===== config.mk =====
export PLATFORM = sky130hd
export DESIGN_NAME = stack_page_and_bus_config
export DESIGN_NICKNAME = d
export VERILOG_FILES = /design/src/rtl/ce_pin_mux.v /design/src/rtl/stack_page_and_bus_config.v
export VERILOG_INCLUDE_DIRS = /design/src /design/src/rtl
export SDC_FILE = /design/constraint.sdc
export NUM_CORES = 1
export LEC_CHECK = 0
export ABC_AREA = 0
export ABC_CLOCK_PERIOD_IN_PS = 1600
export BUFFER_PORTS_ARGS = -buffer_cell sky130_fd_sc_hd__buf_4
export CAP_MARGIN = 20
export CORE_MARGIN = 1.5
export CORE_UTILIZATION = 25
export CTS_BUF_LIST = sky130_fd_sc_hd__clkbuf_4 sky130_fd_sc_hd__clkbuf_8 sky130_fd_sc_hd__clkbuf_16
export CTS_CLUSTER_SIZE = 12
export DETAILED_ROUTE_END_ITERATION = 7
export HOLD_SLACK_MARGIN = 0.06
export SLEW_MARGIN = 10
export SYNTH_ARGS = -nofsm -noshare
export SYNTH_HDL_FRONTEND = slang
export SYNTH_SLANG_ARGS = --single-unit

===== constraint.sdc =====
create_clock -name clk_i -period 1.6 [get_ports clk_i]
set_input_delay 0.24 -clock clk_i [delete_from_list [all_inputs] [get_ports clk_i]]
set_output_delay 0.24 -clock clk_i [all_outputs]
set_load 0.05 [all_outputs]

===== src/rtl/sys_cfg_consts.vh =====
// constants for the stack page and bus configuration block
// Notes on behaviour
// - eight-bit stack page register supplies stack page
// - reset clears stack page to zero
// - page selects one 64K data division
// - internal RAM sits at 00c000h-00dfffh
// - single chip mode keeps stack in page zero
// - stack pointer starts e000h, pre-decrements
// - set enable routes chip enable to pin
// - single chip mode forces plain port outputs
`ifndef SYS_CFG_CONSTS_VH
`define SYS_CFG_CONSTS_VH
`define ADDR_BUS_CFG 24'h00ff00
`define ADDR_STACK_PAGE 24'h00ff01
`define BIT_BUS_MODE 7
`define BIT_CPU_MODE 6
`define BIT_CE3 3
`define BIT_CE2 2
`define BIT_CE1 1
`define RST_BUS_CFG 8'h00
`define RST_STACK_PAGE 8'h00
`define RST_STACK_PTR 16'he000
`define IRAM_LO 24'h00c000
`define IRAM_HI 24'h00dfff
`endif


===== src/rtl/ce_pin_mux.v =====
// one shared port pin: chip enable or plain port output
`timescale 1ns/1ps
`default_nettype none
module ce_pin_mux (
  input wire clk_i, // system clock
  input wire rst_b_i, // async reset, active low
  input wire enable_i, // chip enable routing bit
  input wire expand_i, // bus mode: 1 expansion
  input wire ce_b_i, // decoder chip enable, active low
  input wire port_i, // port data latch value
  output reg pin_o // pin level
);
  always @(posedge clk_i or negedge rst_b_i) begin
    if (!rst_b_i) begin
      pin_o <= 1'b1;
    end else if (enable_i && expand_i) begin
      pin_o <= ce_b_i;
    end else begin
      pin_o <= port_i;
    end
  end
endmodule
`default_nettype wire


===== src/rtl/stack_page_and_bus_config.v =====
// stack page register, bus configuration register and pin routing
`timescale 1ns/1ps
`default_nettype none
`include "sys_cfg_consts.vh"
module stack_page_and_bus_config (
  input wire clk_i, // system clock, 40 MHz
  input wire rst_b_i, // async initial reset, active low
  input wire [23:0] addr_i, // cpu i/o address
  input wire wr_i, // write strobe, one cycle
  input wire rd_i, // read strobe, one cycle
  input wire [7:0] wdata_i, // write data
  output reg [7:0] rdata_o, // read data, valid cycle after rd_i
  input wire sp_load_i, // load stack pointer from sp_data_i
  input wire [15:0] sp_data_i, // stack pointer load value
  input wire push_i, // push: pre-decrement pointer
  input wire pop_i, // pop: post-increment pointer
  output reg [23:0] stack_addr_o, // full stack address of current top
  input wire [2:0] ce_b_i, // decoder chip enables 1..3, active low
  input wire [2:0] port_i, // port 3 lines 1..3 data latch
  output wire port3_line_one_out, // shared pin 1
  output wire port3_line_two_out, // shared pin 2
  output wire port3_line_three_out, // shared pin 3
  output reg bus_mode_o, // 1 expansion, 0 single chip
  output reg cpu_mode_o // 1 maximum, 0 minimum
);

  // reset images and register addresses, sized for this block
  localparam [7:0] CFG_RST = `RST_BUS_CFG;
  localparam [7:0] PAGE_RST = `RST_STACK_PAGE;
  localparam [15:0] PTR_RST = `RST_STACK_PTR;
  localparam [23:0] CFG_ADDR = `ADDR_BUS_CFG;
  localparam [23:0] PAGE_ADDR = `ADDR_STACK_PAGE;

  reg [7:0] stack_page_bits_r;
  reg [7:0] stack_page_bits_nxt;
  reg [7:0] stack_page_eff;
  reg [2:0] ce_en_r;
  reg [2:0] ce_en_nxt;
  reg bus_mode_nxt;
  reg cpu_mode_nxt;
  reg [7:0] rdata_nxt;
  reg [15:0] stack_pointer_r;
  reg [15:0] stack_pointer_nxt;
  reg [23:0] stack_addr_nxt;
  wire hit_cfg;
  wire hit_page;
  wire wr_cfg;
  wire wr_page;
  wire [2:0] pins;

  // true when the cpu address names the given register
  function sel;
    input [23:0] a;
    input [23:0] target;
    begin
      sel = (a == target);
    end
  endfunction

  // read image of the configuration register; unused bits read zero
  function [7:0] cfg_image;
    input bus_mode;
    input cpu_mode;
    input [2:0] ce_en;
    begin
      cfg_image = 8'h00;
      cfg_image[`BIT_BUS_MODE] = bus_mode;
      cfg_image[`BIT_CPU_MODE] = cpu_mode;
      cfg_image[`BIT_CE3:`BIT_CE1] = ce_en;
    end
  endfunction

  // page used by stack accesses; single chip has only page zero
  function [7:0] eff_page;
    input bus_mode;
    input [7:0] page;
    begin
      if (bus_mode) begin
        eff_page = page;
      end else begin
        eff_page = 8'h00;
      end
    end
  endfunction

  assign hit_cfg = sel(addr_i, CFG_ADDR);
  assign hit_page = sel(addr_i, PAGE_ADDR);
  assign wr_cfg = wr_i & hit_cfg;
  assign wr_page = wr_i & hit_page;

  // configuration register: one write updates every field
  always @* begin
    bus_mode_nxt = bus_mode_o;
    cpu_mode_nxt = cpu_mode_o;
    ce_en_nxt = ce_en_r;
    if (wr_cfg) begin
      bus_mode_nxt = wdata_i[`BIT_BUS_MODE];
      cpu_mode_nxt = wdata_i[`BIT_CPU_MODE];
      ce_en_nxt = wdata_i[`BIT_CE3:`BIT_CE1];
    end
  end

  always @(posedge clk_i or negedge rst_b_i) begin
    if (!rst_b_i) begin
      bus_mode_o <= CFG_RST[`BIT_BUS_MODE];
    end else begin
      bus_mode_o <= bus_mode_nxt;
    end
  end

  always @(posedge clk_i or negedge rst_b_i) begin
    if (!rst_b_i) begin
      cpu_mode_o <= CFG_RST[`BIT_CPU_MODE];
    end else begin
      cpu_mode_o <= cpu_mode_nxt;
    end
  end

  always @(posedge clk_i or negedge rst_b_i) begin
    if (!rst_b_i) begin
      ce_en_r <= CFG_RST[`BIT_CE3:`BIT_CE1];
    end else begin
      ce_en_r <= ce_en_nxt;
    end
  end

  always @* begin
    stack_page_bits_nxt = stack_page_bits_r;
    if (wr_page) begin
      stack_page_bits_nxt = wdata_i;
    end
  end

  always @(posedge clk_i or negedge rst_b_i) begin
    if (!rst_b_i) begin
      stack_page_bits_r <= PAGE_RST;
    end else begin
      stack_page_bits_r <= stack_page_bits_nxt;
    end
  end

  // read data holds until the next read strobe
  always @* begin
    rdata_nxt = rdata_o;
    if (rd_i) begin
      if (hit_cfg) begin
        rdata_nxt = cfg_image(bus_mode_o, cpu_mode_o, ce_en_r);
      end else if (hit_page) begin
        rdata_nxt = stack_page_bits_r;
      end else begin
        rdata_nxt = 8'h00;
      end
    end
  end

  always @(posedge clk_i or negedge rst_b_i) begin
    if (!rst_b_i) begin
      rdata_o <= 8'h00;
    end else begin
      rdata_o <= rdata_nxt;
    end
  end

  // load wins over push, push over pop
  always @* begin
    stack_pointer_nxt = stack_pointer_r;
    if (sp_load_i) begin
      stack_pointer_nxt = sp_data_i;
    end else if (push_i) begin
      stack_pointer_nxt = stack_pointer_r - 16'h0001;
    end else if (pop_i) begin
      stack_pointer_nxt = stack_pointer_r + 16'h0001;
    end
  end

  always @(posedge clk_i or negedge rst_b_i) begin
    if (!rst_b_i) begin
      stack_pointer_r <= PTR_RST;
    end else begin
      stack_pointer_r <= stack_pointer_nxt;
    end
  end

  // page picks the 64K division of data memory
  always @* begin
    stack_page_eff = eff_page(bus_mode_o, stack_page_bits_r);
  end

  // the stack address shows the pointer after this cycle's update; a page write shows one cycle later
  always @* begin
    stack_addr_nxt = {stack_page_eff, stack_pointer_nxt};
  end

  always @(posedge clk_i or negedge rst_b_i) begin
    if (!rst_b_i) begin
      stack_addr_o <= {PAGE_RST, PTR_RST};
    end else begin
      stack_addr_o <= stack_addr_nxt;
    end
  end

  // each shared pin gets its own routing flip-flop
  genvar g;
  generate
    for (g = 0; g < 3; g = g + 1) begin : pin_gen
      ce_pin_mux u_mux (
        .clk_i(clk_i),
        .rst_b_i(rst_b_i),
        .enable_i(ce_en_r[g]),
        .expand_i(bus_mode_o),
        .ce_b_i(ce_b_i[g]),
        .port_i(port_i[g]),
        .pin_o(pins[g])
      );
    end
  endgenerate

  assign port3_line_one_out = pins[0];
  assign port3_line_two_out = pins[1];
  assign port3_line_three_out = pins[2];
endmodule
`default_nettype wire


---- Word level (Yosys, flattened, before mapping) ----
Index checks and enable logic that the tools add are counted.
operators by class
  add/subtract/negate cells ............... 2
  multiply operators ...................... 0
  div/mod/pow operators ................... 0
  order comparisons ....................... 0
  eq/ne operators ......................... 2
  shift operators ......................... 0
  muxes and demuxes ....................... 9
  bitwise gates (word level) .............. 2
  reductions and logical operators ........ 3
operators by type and width
  cell                                                    number
  equality test 24 x 16 -> 1 bit (second input constant)  2
  2-to-1 mux 16 bit                                       3
  2-to-1 mux 8 bit                                        3
  adder 16 x 1 -> 16 bit (second input constant)          1
  subtractor 16 x 1 -> 16 bit (second input constant)     1
  logical AND 1 bit                                       3
  2-to-1 mux 1 bit                                        3
  AND 1 bit                                               2
storage, ports and cells
  register bits after elaboration ......... 64
  latch bits .............................. 0
  bits in writable memories ............... 0
  memory bits (read-only) ................. 0
  input port bits ......................... 61
  output and inout port bits .............. 37
  word-level logic and storage cells ...... 28
  memories ................................ 0

---- Longest topological paths before layout ----
Gate-level depths: netlist of run 1.
  depth after elaboration ................. 4
  depth in mapped cells ................... 6
  gate-level depth less buffers ........... 6

---- Hierarchy ----
Synthesis of run 1 repeated with hierarchy kept, for this count alone.
second synthesis, totals
  cells, all modules ...................... 258
  area, all modules ....................... 2685.1 um^2
by module, submodules not included
  module                     times used  cells each  area each (um^2)  sequential area each (um^2)
  stack_page_and_bus_config  1           249         2549.9            1129.8
  ce_pin_mux                 3           3           45.0              26.3

---- Worst setup path before layout of run 1 ----
Ideal clock, no wire load.
  path kind ............................... register to register
  from .................................... register, netlist name stack_addr_o[2]
  to ...................................... register stack_addr_o[13]
  library setup time ...................... 0.082 ns
  arrival ................................. 1.980 ns
  data required time ...................... 1.518 ns
  path slack .............................. -0.462 ns
  stages on the path, launching flop included .. 6
  clock period less this slack ............ 2.062 ns
  path through ............................ dfrtp_1 -> buf_2 -> nand3_1 -> nor4_1 -> a2111oi_0 -> a211o_1
RTL lines
  item                  RTL line                         source
  end signal, assigned  stack_page_and_bus_config.v:196  stack_addr_o <= {PAGE_RST, PTR_RST};
  end signal, assigned  stack_page_and_bus_config.v:198  stack_addr_o <= stack_addr_nxt;
  end, declared         stack_page_and_bus_config.v:17   output reg [23:0] stack_addr_o,

==> results of run 1 <==
worst register-to-register path: stages (launching register included):
cell and delay (ns):
dfrtp_2 0.42, or4_4 0.60, nor4b_4 0.30, buf_4 0.16, a221o_1 0.13, nand3_1 0.07
timing repair:
action	4_1_cts	5_1_grt
pin swaps	12	12
hold buffers	1	0
buffers inserted	10	1
gates resized for setup	24	12
endpoints found under the hold margin	42	0
endpoints found under the setup margin	12	13
sequential cells by signal (all words and copies together), names as in the netlist:
register	cells
cpu_mode_o	1
eff_page.page	8
stack_addr_o	24
ce_en_r	3
rdata_o	8
pin_gen.u_mux.pin_o	3
bus_mode_o	1
report_power, final:
part,internal (mW),switching (mW)
clock,0.351,0.436
sequential,1.28,0.0570
combinational,0.461,0.563
total,2.09,1.06
cells in the final DEF, fill, tap and decap left out, types with 3 or more instances in the layout:
cell type,count
buf_4,147
dfrtp_1,29
nand2_1,23
nor2_1,16
mux2_2,13
dfrtp_2,13
and2_1,10
mux2_4,8
o21ai_0,7
mux2i_1,6
nand3_1,6
nand4_1,6
clkbuf_8,6
dfstp_2,6
inv_1,5
nor3_1,5
buf_6,5
nor4_4,4
nor2b_1,4
nand4b_1,4
xnor2_1,4
nor4b_2,3
a41o_1,3
o31ai_1,3
o21ai_1,3
nor4_1,3
nor4_2,3
nand2b_1,3
kinds of logic (layout without fill, tap and decap cells):
kind of cell	after synthesis	after routing	synth area share
simple gates	117	117	0.2700
flops	48	48	0.4544
compound gates	39	39	0.1096
mux	27	27	0.1115
buf+inv	19	168	0.02869
xor+xnor	5	5	0.01646
fa+ha+maj	2	2	0.009406
through the flow:
stage          std cells  total power, mW  hold WS (ns)
3_5_place_dp         522            2.258        0.3111
3_3_place_gp         522            2.246        0.3077
4_1_cts              541            3.148        0.1271
5_1_grt              542            3.292        0.1356
2_1_floorplan        257            1.833      -0.05559
6_report             542            3.146        0.1364
final cells by class:
type | count | area share
flip-flops and latches | 48 | 0.2813
repair buffers | 154 | 0.2721
well taps | 136 | 0.03908
multi-input cells | 190 | 0.3799
clock buffers | 6 | 0.01897
inverters | 6 | 0.005172
clock inverters | 2 | 0.003448
routing by layer:
layer | up-vias | wire length, um | global-route usage
li1 | 1256 | - | -
met5 | - | 0 | 0
met3 | 14 | 352 | 0.02882
met4 | 0 | 204 | 0.06178
met1 | 1285 | 3660 | 0.1896
met2 | 67 | 4188 | 0.2604
how the worst min path moves through the flow:
stage / slack, ns / endpoint
3_3_place_gp: 0.31 / stack_addr_o[11]$_DFFE_PN0P_
4_1_cts: 0.13 / stack_addr_o[5]$_DFFE_PN0P_
2_1_floorplan: -0.06 / bus_mode_o$_DFFE_PN0P_
6_report: 0.14 / stack_addr_o[2]$_DFFE_PN0P_
5_1_grt: 0.14 / stack_addr_o[15]$_DFFE_PN1P_
3_5_place_dp: 0.31 / stack_addr_o[11]$_DFFE_PN0P_
==> impl_results.md, run 1 <==
- Outcome: finished, violations left
- Violated checks: negative setup slack
- Top cell type's share of synthesized area: 0.3951
- Synth cell count leaders: dfrtp_1 (42), nand2_1 (24), mux2_2 (21)
- H-tree Lvls: 2
- Placer Congestion: 0.8876
- Critical path, cell by cell: or4_4 > nor4b_4 > buf_4 > a221o_1 > nand3_1
- Area taken by multi-input logic gates: 1654 um2
- Worst Path Arrival: 1.98 ns
- Worst skew pair latency: 0.31 ns
- Total gr overflow: 0
- Final worst setup slack: -0.1427 ns
- Worst Setup SP: stack_addr_o[5]$_DFFE_PN0P_
- Min-delay src: sp_data_i[2]
- Crit Path Max Fanout: 4
- Slew Viols, Final: 0
- Synth-to-layout area growth: 63.69%
- Sequential share of the synthesized area: 0.4544
- Final period util: 1.089
- Vias per inst: 4.838
- Most instantiated library cell after synthesis: dfrtp_1
- Drt first pass iters: 4
- Drt initial violations: 117
- Synth Flop Type: dfrtp_1
- Top delay family on crit path: simple AND/OR/NAND/NOR gates
- DRC: 0
- Worst R2R Setup Slack: -0.14 ns
- Cell Area, Synth: 2660 um2
- Largest net degree at the start of global routing: 49
- GRT Total Usage: 0.1529
- Number of buffers created by CTS: 5
- Synth top area cells: dfrtp_1 (40%), mux2_2 (8.9%), dfstp_2 (5.9%), nand2_1 (3.4%), and2_1 (2.4%)
- LEAKAGE: 2.008 nW
- Vias: 2,622
- Dpl cell area: 3993 um2
- Number of synthesized register bits: 48
- Yosys cell types: 58
- CP max stage delay: 0.60 ns
- Post-Place Worst Slack: -0.1847 ns
- Final min period: 1.743 ns
- Final WL: 8404 um
- Max Cap Viol: 0
- CP Launch Type: register
- Global-route wire length before repair: 13,610 um
- Die Y-Extent: 106.2 um
- Clock Skew: 0.01070 ns
- F_max: 0.5738 GHz
- Cell depth of the worst hold path: 3
- Mapped Cells: 257
- WP buf/inv: 1
- Kind of critical path: reg2reg
- Async set-reset flop share out of synthesis: 1.000
- WP data required: 1.84 ns
- EDFF count, synth: 0
- Site Rows: 37
- Critical R2R Launch: stack_addr_o[5]$_DFFE_PN0P_
- Yosys top cell by area: dfrtp_1
- Layout cells sized above 1: 0.5936
- Slew HR: 0.5757
- Max IR drop VDD: 0.3863 mV
- Vias in the first global route: 2,775
- Fill cells: 1,012
- CTS Root Cell: clkbuf_8
- Initial antenna violation count: 0
- Clk slew on worst S/H paths: 0.10 ns
- Area occupied by registers: 1225 um2
- Reg2Reg Depth: 5
- Critical path endpoint category: register
- Port bufs: 97
- Core area: 10,320 um2
- Syn_area_per_cell: 10.35 um2
- Min-delay worst type: in2reg
- CP endpoint: stack_addr_o[15]$_DFFE_PN1P_
- Die footprint: 11,270 um2
- R2r endpoint: stack_addr_o[15]$_DFFE_PN1P_
- HPWL after DPL: 6116 um
- Hold Fails Final Rpt: 0
- Drt wl/cell: 15.51 um
- CTS max path bufs: 2
- Synth warnings: 0
- Post-route ant nets: 0
- Final net count: 468
- CTS tree: built
- Slowest CP cell: or4_4
- Starting Density: 0.2577
- Die Width: 106.2 um
- CP Depth: 5
- Design Area, Final: 4354 um2
- Final Core Density: 0.4218
- Syn Nets: 320
- Final setup vio count: 9
- P per Cell Area: 722.5 nW/um2
- Setup TNS: -0.7738 ns
- Slew @ Worst Pin: 0.6365 ns
- Ant. Diodes: 0
- RSZ-0062 raised after global routing: true
- Ports: 98
- CTS sink cnt: 48
No activity file was read; power rests on OpenSTA's default activity.
==> inputs of run 2 (changes only) <==
--- a/config.mk
+++ b/config.mk
@@ -16,6 +16,7 @@
 export CTS_CLUSTER_SIZE = 12
 export DETAILED_ROUTE_END_ITERATION = 7
 export HOLD_SLACK_MARGIN = 0.06
+export REMOVE_ABC_BUFFERS = 1
 export SLEW_MARGIN = 10
 export SYNTH_ARGS = -nofsm -noshare
 export SYNTH_HDL_FRONTEND = slang
==> impl_results.md, run 2 (same netlist as run 1, synthesis figures left out) <==
- Largest register by flop count: stack_addr_o
- Die Width: 106.2 um (unchanged)
- LEAKAGE: 2.045 nW (+1.8%)
- Outcome: finished, violations left
- Core area: 10,320 um2 (unchanged)
- WP data required: 1.86 ns (+0.02 ns)
- Max Cap Viol: 0 (unchanged)
- CTS tree: built
- Top delay family on crit path: simple AND/OR/NAND/NOR gates
- Kind of critical path: reg2reg
- Number of buffers created by CTS: 5 (unchanged)
- Total gr overflow: 0 (unchanged)
- Post-route ant nets: 0 (unchanged)
- Slew @ Worst Pin: 0.6397 ns (+0.003230 ns)
- CTS sink cnt: 48 (unchanged)
- Violated checks: negative setup slack
- HPWL after DPL: 6147 um (+0.50%)
- Worst Path Arrival: 2.07 ns (+0.09 ns)
- Area occupied by registers: 1209 um2 (-1.3%)
- Post-Place Worst Slack: -0.2745 ns (-0.08979 ns)
- Clock Power Share: 0.243 (-0.007)
- P_sw: 1.067 mW (+1.0%)
- Largest net degree at the start of global routing: 49 (unchanged)
- Fill cells: 985 (-2.7%)
- Layout cells sized above 1: 0.5683 (-0.02530)
- Slew Viols, Final: 0 (unchanged)
- Drt first pass iters: 4 (unchanged)
- Clk slew on worst S/H paths: 0.10 ns (about the same)
- Placer Congestion: 0.9198 (+3.6%)
- P_int: 2.069 mW (-1.0%)
- Slowest CP cell: or4_4
- CTS Root Cell: clkbuf_8
- Hold Fails Final Rpt: 0 (unchanged)
- Seq pwr share: 0.421 (-0.003)
- P per Cell Area: 726.2 nW/um2 (+0.52%)
- GRT Total Usage: 0.1475 (-0.005407)
- Max IR drop VDD: 0.4995 mV (+29%)
- WP buf/inv: 1 (unchanged)
- Most frequent cells in the layout: buf_4 (148), dfrtp_1 (42), nand2_1 (21), mux2_2 (21), nor2_1 (15)
- Site Rows: 37 (unchanged)
- Drt initial violations: 106 (-9.4%)
- Synth-to-layout area growth: 62.32%
- Final period util: 1.131 (+0.04163)
- Final WL: 8553 um (+1.8%)
- Area taken by multi-input logic gates: 1605 um2 (-3.0%)
- Vias in the first global route: 2,632 (-5.2%)
- Final worst setup slack: -0.2093 ns (-0.06661 ns)
- Min-delay worst type: in2reg
- RSZ-0062 raised after global routing: true
- Port bufs: 97 (unchanged)
- Hold_ws: 0.1320 ns (-0.004450 ns)
- Crit Path Max Fanout: 4 (unchanged)
- Critical path, cell by cell: or4_4 > nor4_4 > buf_4 > or3_1 > a31o_2
- CP Launch Type: register
- H-tree Lvls: 2 (unchanged)
- Initial antenna violation count: 0 (unchanged)
- Die Y-Extent: 106.2 um (unchanged)
- Vias: 2,691 (+2.6%)
- Ant. Diodes: 0 (unchanged)
- Final min period: 1.809 ns (+0.06661 ns)
- Ports: 98 (unchanged)
- Die footprint: 11,270 um2 (unchanged)
- Starting Density: 0.2577 (unchanged)
- Vias per inst: 4.929 (+1.9%)
- Worst skew pair latency: 0.31 ns (about the same)
- Slew HR: 0.5735 (-0.002153)
- Global-route wire length before repair: 13,230 um (-2.7%)
- Comb pwr share: 0.335 (+0.009)
- CTS max path bufs: 2 (unchanged)
- F_max: 0.5527 GHz (-3.7%)
- Critical path endpoint category: register
- Final setup vio count: 8 (-1)
- Clock Skew: 0.01267 ns (+0.001964 ns)
- Most common cell after layout, fill and taps aside: buf_4
- Largest register FFs: 24 (unchanged)
- Switching Share: 0.3403 (+0.004568)
- Final net count: 472 (+0.85%)
- Drt wl/cell: 15.66 um (+1.0%)
- CP max stage delay: 0.62 ns (+0.02 ns)
- DRC: 0 (unchanged)
[run 2: changes by cell type in the layout (fill, tap and decap cells not counted), moves of 4 or more]
cell     delta
buf_6       +4
dfrtp_1    +13
dfrtp_2    -13
mux2_2      +8
mux2_4      -8
[run 2: worst min-delay path: cells and delay by family]
kind,cells,cell delay [ns]
AOI/OAI and AO/OA,1,0.05
buffers and inverters,1,0.08
and+or+nand+nor,1,0.04
[run 2: repair_timing]
item	in CTS	in global routing
endpoints found under the hold margin	42	0
setup endpoints to repair	12	27
pin swaps	12	27
hold buffers	1	0
buffers inserted	10	8
gates resized for setup	27	29
[run 2: power by group through the flow]
stage / combinational [mW] / clock (mW) / sequential [mW]
after floorplan: 0.205 / 0 / 1.55
after global placement: 0.863 / 0 / 1.33
after detailed placement: 0.871 / 0 / 1.34
after CTS: 0.969 / 0.783 / 1.32
after global routing: 1.12 / 0.830 / 1.33
final: 1.05 / 0.762 / 1.32
[run 2: worst paths after layout]
check | end | depth (start not counted) | slack (ns) | from
max | stack_addr_o[10]$_DFFE_PN0P_ | 5 | -0.21 | stack_addr_o[7]$_DFFE_PN0P_
min | stack_addr_o[7]$_DFFE_PN0P_ | 3 | 0.13 | sp_data_i[7]
max reg2reg | stack_addr_o[10]$_DFFE_PN0P_ | 5 | -0.21 | stack_addr_o[7]$_DFFE_PN0P_
min reg2reg | rdata_o[1]$_DFFE_PN0P_ | 1 | 0.51 | rdata_o[1]$_DFFE_PN0P_
max in group asynchronous | eff_page.page[6]$_DFFE_PN0P_ | 2 | 0.67 | rst_b_i
min in group asynchronous | ce_en_r[0]$_DFFE_PN0P_ | 2 | 0.50 | rst_b_i
[run 2: stage by stage]
stage,setup TNS (ns),util,instances,total power [mW],instance area (um2)
4_1_cts,-0.5774,0.4021,541,3.071,4151
3_3_place_gp,-3.714,0.3722,522,2.196,3842
3_5_place_dp,-4.978,0.3722,522,2.207,3842
5_1_grt,-1.594,0.4183,546,3.278,4318
6_report,-0.8309,0.4183,546,3.136,4318
2_1_floorplan,-5.174,-,244,1.753,2606
[run 2: area by class of cell]
| class | instances | area share |
|---|---|---|
| clock buffers | 6 | 0.01768 |
| clock inverters | 2 | 0.002898 |
| repair buffers | 158 | 0.2831 |
| inverters | 6 | 0.005216 |
| well taps | 136 | 0.03941 |
| multi-input cells | 190 | 0.3718 |
| flip-flops and latches | 48 | 0.2799 |
[run 2: metal layers]
metal	share of wire	wire [um]	GRT usage	vias up
met5	0	0	0	-
met4	0.011	95	0.03861	0
met3	0.068	580	0.03250	7
met2	0.51	4361	0.2594	105
met1	0.41	3515	0.1814	1317
li1	-	-	-	1262
==> inputs of run 3 (changes only) <==
--- a/config.mk
+++ b/config.mk
@@ -11,7 +11,7 @@
 export BUFFER_PORTS_ARGS = -buffer_cell sky130_fd_sc_hd__buf_4
 export CAP_MARGIN = 20
 export CORE_MARGIN = 1.5
-export CORE_UTILIZATION = 25
+export CORE_UTILIZATION = 30
 export CTS_BUF_LIST = sky130_fd_sc_hd__clkbuf_4 sky130_fd_sc_hd__clkbuf_8 sky130_fd_sc_hd__clkbuf_16
 export CTS_CLUSTER_SIZE = 12
 export DETAILED_ROUTE_END_ITERATION = 7
==> impl_results.md, run 3 (same netlist as run 1, synthesis figures left out) <==
- Site Rows: 34 (-8.1%)
- WP data required: 1.78 ns (-0.08 ns)
- Largest register FFs: 24 (unchanged)
- Final period util: 1.096 (-0.03448)
- Die footprint: 9441 um2 (-16%)
- Layout cells sized above 1: 0.5553 (-0.01301)
- Drt first pass iters: 4 (unchanged)
- Outcome: finished, violations left
- CTS max path bufs: 2 (unchanged)
- Vias in the first global route: 2,654 (+0.84%)
- Vias: 2,641 (-1.9%)
- Max IR drop VDD: 0.4092 mV (-18%)
- Initial antenna violation count: 0 (unchanged)
- Vias per inst: 5.128 (+4.0%)
- Global-route wire length before repair: 13,040 um (-1.5%)
- Final min period: 1.754 ns (-0.05517 ns)
- Largest register by flop count: stack_addr_o
- Synth-to-layout area growth: 59.69%
- Worst Path Arrival: 1.94 ns (-0.13 ns)
- Starting Density: 0.3080 (+0.05036)
- Core area: 8636 um2 (-16%)
- Setup TNS: -1.001 ns (-0.1705 ns)
- Die Y-Extent: 97.17 um (-8.5%)
- Worst skew pair latency: 0.30 ns (about the same)
- Slew Viols, Final: 0 (unchanged)
- Final WL: 8089 um (-5.4%)
- P per Cell Area: 794.2 nW/um2 (+9.4%)
- Max Cap Viol: 0 (unchanged)
- Design Area, Final: 4248 um2 (-1.6%)
- Slew @ Worst Pin: 0.6232 ns (-0.01648 ns)
- CP Launch Type: register
- DRC: 0 (unchanged)
- Drt initial violations: 75 (-29%)
- Die Width: 97.17 um (-8.5%)
- Clock Skew: 0.006105 ns (-0.006562 ns)
- H-tree Lvls: 2 (unchanged)
- Final Core Density: 0.4919 (+0.07363)
- Largest net degree at the start of global routing: 49 (unchanged)
- Kind of critical path: reg2reg
- Final net count: 469 (-0.64%)
- Dpl cell area: 3857 um2 (+0.39%)
- Slew HR: 0.5845 (+0.01099)
- Port bufs: 97 (unchanged)
- Fill cells: 807 (-18%)
- Clk slew on worst S/H paths: 0.09 ns (about the same)
- Hold Fails Final Rpt: 0 (unchanged)
- Number of buffers created by CTS: 5 (unchanged)
- Critical path endpoint category: register
- RSZ-0062 raised after global routing: true
- Drt wl/cell: 15.71 um (+0.27%)
- Total gr overflow: 0 (unchanged)
- Most common cell after layout, fill and taps aside: buf_4
- Ant. Diodes: 0 (unchanged)
- Most frequent cells in the layout: buf_4 (151), dfrtp_1 (42), nand2_1 (23)
- Reg2Reg Depth: 5 (unchanged)
- Crit Path Max Fanout: 4 (unchanged)
- Ports: 98 (unchanged)
- F_max: 0.5701 GHz (+3.1%)
- Final worst setup slack: -0.1541 ns (+0.05517 ns)
- CTS Root Cell: clkbuf_8
- Placer Congestion: 0.9030 (-1.8%)
- Final setup vio count: 10 (+2)
- Violated checks: negative setup slack
- Post-route ant nets: 0 (unchanged)
- Min-delay worst type: in2reg
- CTS sink cnt: 48 (unchanged)
- LEAKAGE: 2.027 nW (-0.90%)
- HPWL after DPL: 5884 um (-4.3%)
- Cell depth of the worst hold path: 3 (unchanged)
- CTS tree: built
- GRT Total Usage: 0.1688 (+0.02128)
==> run 3: repair_timing <==
action	4_1_cts	5_1_grt
buffers inserted	4	3
hold buffers	1	0
pin swaps	4	4
gates resized for setup	24	12
setup endpoints to repair	13	27
endpoints found under the hold margin	42	0
==> run 3: per-stage QoR <==
stage	total power, mW	hold WS (ns)	setup slack, ns	instances
global placement	2.220	0.2998	-0.2123	499
detailed placement	2.231	0.3089	-0.2623	499
floorplan	1.753	-0.05559	-0.4476	244
CTS	3.385	0.1363	-0.1114	512
finish	3.373	0.1484	-0.1541	515
global route	3.517	0.1454	-0.2295	515
==> run 3: metal layers <==
metal,vias up,global-route usage,share of wire
met5,-,0,0
met2,98,0.3029,0.52
met4,0,0.03790,0.0040
li1,1255,-,-
met3,4,0.03669,0.060
met1,1284,0.2064,0.41
==> run 3: layout make-up <==
| type | count | area [um2] | area share |
|---|---|---|---|
| timing repair buffer | 155 | 1186 | 0.2792 |
| clock buffer | 6 | 76.32 | 0.01797 |
| multi-input combinational | 190 | 1559 | 0.3670 |
| tap | 108 | 135.1 | 0.03181 |
| sequential | 48 | 1209 | 0.2845 |
| clock inverter | 2 | 60.06 | 0.01414 |
| inverter | 6 | 22.52 | 0.005302 |
==> run 3: final timing paths <==
kind,startpoint,endpoint,slack (ns)
setup / recovery,stack_addr_o[8]$_DFFE_PN0P_,stack_addr_o[11]$_DFFE_PN0P_,-0.15
hold / removal,sp_data_i[7],stack_addr_o[7]$_DFFE_PN0P_,0.15
setup reg to reg,stack_addr_o[8]$_DFFE_PN0P_,stack_addr_o[11]$_DFFE_PN0P_,-0.15
hold reg to reg,eff_page.page[3]$_DFFE_PN0P_,stack_addr_o[19]$_DFF_PN0_,0.51
max in group asynchronous,rst_b_i,stack_addr_o[7]$_DFFE_PN0P_,0.68
min in group asynchronous,rst_b_i,rdata_o[1]$_DFFE_PN0P_,0.49
==> run 3: critical path, cell delays in order (launching register included) <==
cell	delay, ns
dfrtp_1	0.38
or4_4	0.60
buf_4	0.17
nor4b_4	0.23
o211ai_1	0.13
o311a_1	0.13
==> run 3: power by group <==
group	leakage [nW]	internal, mW	switching [mW]	total (mW)
Sequential	0.622	1.27	0.0624	1.33
Clock	0.0688	0.642	0.412	1.05
Combinational	1.34	0.450	0.537	0.987
